--- src/logic/clock_ctrl_defines.svh ---
// Constants of the double-speed clock control block: SFR offsets, field
// positions, reset values and oscillator period counts.
// Assumes inclusion by bare name from the package and the design modules.
`ifndef CLOCK_CTRL_DEFINES_SVH
`define CLOCK_CTRL_DEFINES_SVH

// SFR byte addresses of the two clock control registers.
`define CLOCK_DIVIDE_CONTROL_ADDR        8'h8F
`define SERIAL_PERIPH_CLOCK_CONTROL_ADDR 8'h9F

// Reset values of both registers.
`define CLOCK_DIVIDE_CONTROL_RST         8'h00
`define SERIAL_PERIPH_CLOCK_CONTROL_RST  8'h00

// Field positions in clock_divide_control.
`define CAN_CLOCK_SLOW_SEL_BIT           7
`define WATCHDOG_CLOCK_SLOW_SEL_BIT      6
`define COUNTER_ARRAY_CLOCK_SLOW_SEL_BIT 5
`define UART_CLOCK_SLOW_SEL_BIT          4
`define TIMER2_CLOCK_SLOW_SEL_BIT        3
`define TIMER1_CLOCK_SLOW_SEL_BIT        2
`define TIMER0_CLOCK_SLOW_SEL_BIT        1
`define CPU_DOUBLE_SPEED_BIT             0

// Field position in serial_periph_clock_control.
`define SPI_CLOCK_SLOW_SEL_BIT           0

// Oscillator periods per machine cycle in each speed.
`define STD_OSC_PERIODS                  12
`define X2_OSC_PERIODS                   6

// Last value of the oscillator period counter and the double-speed midpoint.
`define OSC_COUNT_LAST                   4'hB
`define OSC_COUNT_MID                    4'h5

`endif

--- src/logic/clock_ctrl_pkg.sv ---
// Types shared by the clock control modules.
// Assumes the defines header sits beside it on the include path.
`include "clock_ctrl_defines.svh"

package clock_ctrl_pkg;

  typedef logic [7:0] sfr_byte_t;
  typedef logic [3:0] osc_count_t;

  // Speed of the CPU clock.
  typedef enum logic {
    standard_speed_mode = 1'b0,
    double_speed_mode   = 1'b1
  } cpu_speed_t;

endpackage

--- src/logic/clock_phase_if.sv ---
// Carrier between the clock control core and its cycle-enable generator.
// Assumes both ends run on the crystal clock.
`timescale 1ns/1ps

interface clock_phase_if;
  import clock_ctrl_pkg::*;

  osc_count_t osc_count;  // Oscillator period position, 0 to 11.
  logic [8:0] fast;       // Bit 8 CPU, bits 7..0 peripherals; 1 means 6 periods.
  logic [8:0] cycle_end;  // Registered one-cycle enables, same bit order.

  modport ctrl (output osc_count, output fast, input cycle_end);
  modport gen  (input osc_count, input fast, output cycle_end);
endinterface

--- src/logic/cycle_enable_gen.sv ---
// Turns the oscillator period position and per-clock speed into cycle
// enables, one pulse per machine or peripheral cycle.
// Assumes osc_count runs 0..11 and speeds only change on even positions.
`timescale 1ns/1ps
`include "clock_ctrl_defines.svh"

module cycle_enable_gen
  import clock_ctrl_pkg::*;
(
  input  wire logic   clk_sys,
  input  wire logic   rst_n,
  clock_phase_if.gen  ph
);

  // A cycle ends at position 11 always, and also at 5 when the clock is fast.
  function automatic logic cycle_done(input logic fast_f, input osc_count_t cnt);
    cycle_done = (cnt == `OSC_COUNT_LAST) || (fast_f && (cnt == `OSC_COUNT_MID));
  endfunction

  ////////////////////////////////////////////////////////////////////////////
  // Registered enables, so every enable leaves a flip-flop.
  always_ff @(posedge clk_sys) begin
    if (!rst_n) begin
      ph.cycle_end <= 9'h000;
    end else begin
      for (int i = 0; i < 9; i++) begin
        ph.cycle_end[i] <= cycle_done(ph.fast[i], ph.osc_count);
      end
    end
  end

endmodule

--- src/logic/double_speed_clock_control.sv ---
// Double-speed clock control: two clock control SFRs, the crystal
// divide-by-two and the CPU and peripheral cycle enables.
// Assumes clk_sys is the crystal input and the SFR port is the core's bus.
//
// Functional notes
// - Divide crystal by two; software may bypass (no bypass here: crystal_div2 always toggles).
// - CPU starts standard speed after reset.
// - Standard uses 12 periods; double uses 6.
// - Peripheral select in double speed: clear 6, set 12 periods; in standard speed all peripherals use 12.
// - Control bits: CAN, watchdog, PCA, UART, timers, CPU.
// - Second register bit 0 selects SPI clock.
// - Second register upper bits reserved, never set.
// - CPU speed change applied on divided edge.
// - Security-byte fuse may start double speed.
// - Both registers reset to zero.
// - Clock registers are not bit-addressable.
`timescale 1ns/1ps
`include "clock_ctrl_defines.svh"

module double_speed_clock_control
  import clock_ctrl_pkg::*;
(
  input  wire logic      clk_sys,
  input  wire logic      rst_n,
  input  wire sfr_byte_t sfr_addr,
  input  wire sfr_byte_t sfr_wdata,
  input  wire logic      sfr_wr,
  input  wire logic      sfr_rd,
  input  wire sfr_byte_t sfr_bit_addr,
  input  wire logic      sfr_bit_wdata,
  input  wire logic      sfr_bit_wr,
  input  wire logic      boot_double_speed_fuse,
  output sfr_byte_t      sfr_rdata,
  output logic           sfr_rd_hit,
  output logic           crystal_div2,
  output cpu_speed_t     cpu_speed,
  output logic           cpu_cycle_en,
  output logic [7:0]     periph_cycle_en
);

  sfr_byte_t  clock_divide_control_r;
  logic       spi_clock_slow_sel_r;
  logic       boot_pend_r;
  logic       div_r;
  osc_count_t cnt_r;
  cpu_speed_t speed_act_r;
  logic [7:0] slow_act_r;
  sfr_byte_t  rdata_r;
  logic       rd_hit_r;

  clock_phase_if ph ();

  ////////////////////////////////////////////////////////////////////////////
  // Register writes. Only byte writes reach these registers; bit writes of
  // the core target addresses ending in 0 or 8 and never land here.
  always_ff @(posedge clk_sys) begin
    if (!rst_n) begin
      clock_divide_control_r <= `CLOCK_DIVIDE_CONTROL_RST;
      spi_clock_slow_sel_r   <= 1'b0;
    end else begin
      if (boot_pend_r && boot_double_speed_fuse) begin
        clock_divide_control_r[`CPU_DOUBLE_SPEED_BIT] <= 1'b1;
      end
      if (sfr_wr && sfr_addr == `CLOCK_DIVIDE_CONTROL_ADDR) begin
        clock_divide_control_r <= sfr_wdata;
      end
      if (sfr_wr && sfr_addr == `SERIAL_PERIPH_CLOCK_CONTROL_ADDR) begin
        spi_clock_slow_sel_r <= sfr_wdata[`SPI_CLOCK_SLOW_SEL_BIT];
      end
    end
  end

  // The fuse is sampled once, in the first cycle after reset release.
  always_ff @(posedge clk_sys) begin
    if (!rst_n) begin
      boot_pend_r <= 1'b1;
    end else begin
      boot_pend_r <= 1'b0;
    end
  end

  ////////////////////////////////////////////////////////////////////////////
  // Register reads, answered one cycle later. Reserved bits read as zero;
  // other SFR addresses answer zero without a hit.
  always_ff @(posedge clk_sys) begin
    if (!rst_n) begin
      rdata_r  <= 8'h00;
      rd_hit_r <= 1'b0;
    end else begin
      rdata_r  <= 8'h00;
      rd_hit_r <= 1'b0;
      if (sfr_rd && sfr_addr == `CLOCK_DIVIDE_CONTROL_ADDR) begin
        rdata_r  <= clock_divide_control_r;
        rd_hit_r <= 1'b1;
      end else if (sfr_rd && sfr_addr == `SERIAL_PERIPH_CLOCK_CONTROL_ADDR) begin
        rdata_r  <= {7'h00, spi_clock_slow_sel_r};
        rd_hit_r <= 1'b1;
      end
    end
  end

  ////////////////////////////////////////////////////////////////////////////
  // Divide-by-two and the oscillator period position. The position keeps
  // counting through mode changes so the phase generator never restarts.
  always_ff @(posedge clk_sys) begin
    if (!rst_n) begin
      div_r <= 1'b0;
      cnt_r <= 4'h0;
    end else begin
      div_r <= ~div_r;
      cnt_r <= (cnt_r == `OSC_COUNT_LAST) ? 4'h0 : cnt_r + 4'h1;
    end
  end

  // Speeds take effect only as the divided clock rises, so a switch never
  // leaves a half-length period on the CPU or any peripheral.
  always_ff @(posedge clk_sys) begin
    if (!rst_n) begin
      speed_act_r <= standard_speed_mode;
      slow_act_r  <= 8'h00;
    end else if (!div_r) begin
      speed_act_r <= cpu_speed_t'(clock_divide_control_r[`CPU_DOUBLE_SPEED_BIT]);
      slow_act_r  <= {clock_divide_control_r[7:1], spi_clock_slow_sel_r};
    end
  end

  // Peripheral select counts only in double speed; otherwise all run at 12.
  assign ph.osc_count = cnt_r;
  assign ph.fast      = {speed_act_r == double_speed_mode,
                         {8{speed_act_r == double_speed_mode}} & ~slow_act_r};

  cycle_enable_gen u_gen (
    .clk_sys (clk_sys),
    .rst_n   (rst_n),
    .ph      (ph)
  );

  // Outputs straight from flip-flops.
  assign sfr_rdata       = rdata_r;
  assign sfr_rd_hit      = rd_hit_r;
  assign crystal_div2    = div_r;
  assign cpu_speed       = speed_act_r;
  assign cpu_cycle_en    = ph.cycle_end[8];
  assign periph_cycle_en = ph.cycle_end[7:0];
endmodule

--- config.mk ---
export PLATFORM = sky130hd
export DESIGN_NAME = double_speed_clock_control
export DESIGN_NICKNAME = d
export VERILOG_FILES = /design/src/logic/clock_ctrl_pkg.sv /design/src/logic/clock_phase_if.sv /design/src/logic/cycle_enable_gen.sv /design/src/logic/double_speed_clock_control.sv
export VERILOG_INCLUDE_DIRS = /design/src /design/src/logic
export SDC_FILE = /design/constraint.sdc
export NUM_CORES = 1
export LEC_CHECK = 0
export BUFFER_PORTS_ARGS = -buffer_cell sky130_fd_sc_hd__buf_4
export CAP_MARGIN = 20
export CORE_MARGIN = 2
export CORE_UTILIZATION = 35
export CTS_CLUSTER_SIZE = 16
export DETAILED_ROUTE_END_ITERATION = 10
export PLACE_DENSITY = 0.58
export SETUP_SLACK_MARGIN = 0.4
export SLEW_MARGIN = 10
export SYNTH_ARGS = -nofsm -noshare
export SYNTH_HDL_FRONTEND = slang
export SYNTH_SLANG_ARGS = --single-unit
--- constraint.sdc ---
create_clock -name clk_sys -period 3 [get_ports clk_sys]
set_clock_uncertainty 0.05 [all_clocks]
set_input_delay 0.45 -clock clk_sys [delete_from_list [all_inputs] [get_ports clk_sys]]
set_output_delay 0.45 -clock clk_sys [all_outputs]
set_load 0.05 [all_outputs]
==> flow_summary.yaml <==
worst_setup_path:
  path_class: "reg2out"
  path_max_fanout: 11
  crit_path_cell_trace: "buf_4"
  slowest_delay_ns: 0.72
  crit_path_end_kind: "primary output"
  crit_family: "flip-flops"
  path_buf_inv: 1
  cp-start-kind: "flip-flop"
  critPathRequiredTime_ns: 2.50
  critPathSlowestCell: "dfxtp_1"
  worstPathArrival_ns: 1.32
drt:
  wl_per_cell_microns: 12.04
  drtIter0Drc: 12
  vias: 1067
  firstDrtPassIters: 4
  drc: 0
  antenna_left: 0
  wirelength_microns: 2794
  post_drt_via_cell_ratio: 4.599
floorplan:
  ios: 51
  start_util_pct: 36.28
  placementRows: 23
  die_h_microns: 68.40
  die_w_microns: 68.40
  core-area_sq_mm: 0.004000
  die-area_sq_mm: 0.004678
synth:
  post_synth_inst_count: 138
  synth_area_sq_mm: 0.001451
  yosysMostFrequentCell: "dfxtp_1"
  synth_nets: 171
  synth_common_cells: "42 x dfxtp_1, 20 x mux2i_1, 19 x nand2_1, 14 x nor2_1, 9 x a21oi_1"
  ys_seq_area_share_pct: 57.93
  synth_top_area_cell: "dfxtp_1"
  synth.avg_cell_area_sq_um: 10.52
  synth_area_leaders: "dfxtp_1 58%, mux2i_1 14%, nand2_1 4.9%"
  yosys_warnings: 0
  yosysTopAreaCellShare_pct: 57.93
  synth_edf_count: 0
  synth_ff_type: "dfxtp_1"
  ys_ff_latch: 42
  synthArstFlopShare_pct: 0
  ys_types: 25
global_route:
  grt_overflow: 0
  first_global_vias: 1087
  antenna_found_initial: 0
  grt_start_max_net_pins: 22
  grt_usage_pct: 13.76
  grt_pass1_wl_microns: 4698
clock_network:
  cts_resized: 0
  h-tree-depth: 2
  hold_buffers: 0
  tritoncts: "yes"
  clk_pin_slew_ns: 0.07
  clock-root-buffer: "clkbuf_8"
  cts_sinks: 42
  postCtsSetupBuffers: 0
  insertion_delay_ns: 0.28
  numCtsBuffers: 5
  clockBufferDepth: 2
power_and_ir_drop:
  combPwrFrac_pct: 6.2
  p_sw_mw: 0.2137
  p_leak_nw: 0.8388
  power-per-cell-area_mw_per_mm2: 512.2
  peakVddDrop_uv: 258.4
  p_seq_share_pct: 59.5
  pwr-share-clk_pct: 34.3
  internal-power_mw: 0.7515
  swShare_pct: 22.14
sta:
  post-route-period-util_pct: 60.74
  worstMarginPinSlew_ns: 0.7383
  relSlewSlack_pct: 50.41
  setup_viol: 0
  slew_viol_final: 0
  period_minus_slack_ns: 1.822
  grt_setup_unrepaired: "no"
  setup_tns_ns: 0
  setup_slack_ns: 1.178
  max_freq_mhz: 548.8
  hold_viol: 0
layout:
  syn2layout_area_growth_pct: 29.83
  nNetsFinal: 215
  antenna_cells: 0
  drive_above_1_share_pct: 28.02
place:
  gp_congestion: 0.6711
  post-place-ws_ns: 1.157
  port-buffer-count: 40
flow_run:
  cap_viol_max_count: 0
outcome:
  status: "finished, final reports clean"
min_path:
  hp-class: "in2reg"
==> flip-flops by register name, summed over array words and instances, names as in the netlist, 4 cells and up <==
register	cells
u_gen.ph.cycle_end	9
cnt_r	4
sfr_rdata	8
clock_divide_control_r	8
slow_act_r	8
==> power groups by stage <==
| stage | Sequential [mW] | Combinational [mW] | Clock [mW] |
|---|---|---|---|
| 6_report | 0.574 | 0.0599 | 0.331 |
| 5_1_grt | 0.576 | 0.0656 | 0.366 |
| 4_1_cts | 0.575 | 0.0608 | 0.340 |
| 3_5_place_dp | 0.588 | 0.0607 | 0 |
| 3_3_place_gp | 0.587 | 0.0588 | 0 |
| 2_1_floorplan | 0.588 | 0.0288 | 0 |
==> final cells by class <==
| class | count | area, sq um |
|---|---|---|
| sequential | 42 | 840.8 |
| timing repair buffer | 41 | 307.8 |
| fill | 386 | 2116 |
| clock buffer | 5 | 68.82 |
| multi-input combinational | 88 | 579.3 |
| clock inverter | 2 | 10.01 |
| inverter | 4 | 15.01 |
| tap | 50 | 62.56 |
==> per-layer routing <==
metal / GRT usage, % / vias up / part of all wire [%]
li1: - / 550 / -
met1: 15.60 / 477 / 44
met2: 23.56 / 33 / 48
met3: 4.276 / 7 / 5.8
met4: 6.000 / 0 / 1.6
met5: 0 / - / 0
==> cell families after synthesis <==
| logic type | count (synthesis) | share of synthesized area (%) |
|---|---|---|
| adder cells (fa/ha/maj) | 2 | 1.724 |
| multiplexers | 20 | 13.79 |
| flip-flops | 42 | 57.93 |
| AO/OA/AOI/OAI | 13 | 4.827 |
| buffers and inverters | 8 | 2.154 |
| AND/OR/NAND/NOR | 53 | 19.57 |
==> stage by stage <==
stage / instance area (sq um) / cells / power (mW) / hold slack [ns] / utilization, %
2_1_floorplan: 1451 / 138 / 0.6167 / 0.3581 / -
3_3_place_gp: 1805 / 225 / 0.6456 / 0.3757 / 45.14
3_5_place_dp: 1805 / 225 / 0.6483 / 0.3801 / 45.14
4_1_cts: 1884 / 232 / 0.9752 / 0.2960 / 47.11
5_1_grt: 1884 / 232 / 1.007 / 0.2949 / 47.11
6_report: 1884 / 232 / 0.9652 / 0.2978 / 47.11
==> cell usage in the layout (no fill, tap or decap) <==
master,instances
nand3b_1,1
a21oi_1,9
nor3_1,1
buf_4,41
and3b_1,2
a21o_1,1
o21ai_0,1
a21boi_0,1
clkinv_2,2
inv_1,4
dfxtp_1,42
nand2_1,19
ha_1,2
mux2i_1,20
nor2_1,14
or3b_2,1
and4b_1,1
nor4_1,3
nor4_4,1
and2_1,7
o21ai_1,1
or2_1,1
nand4_2,1
clkbuf_8,5
nand4b_1,1
==> path summary, 6_finish.rpt <==
kind,from,slack [ns],to,cells past startpoint
worst max-delay path,crystal_div2,1.18,crystal_div2,1
worst min-delay path,sfr_addr[5],0.30,sfr_rd_hit,2
worst max register to register,cnt_r[0],1.37,u_gen.ph.cycle_end[2],4
worst min register to register,slow_act_r[0],0.38,u_gen.ph.cycle_end[0],1
Power figures use the tool's default switching activity.
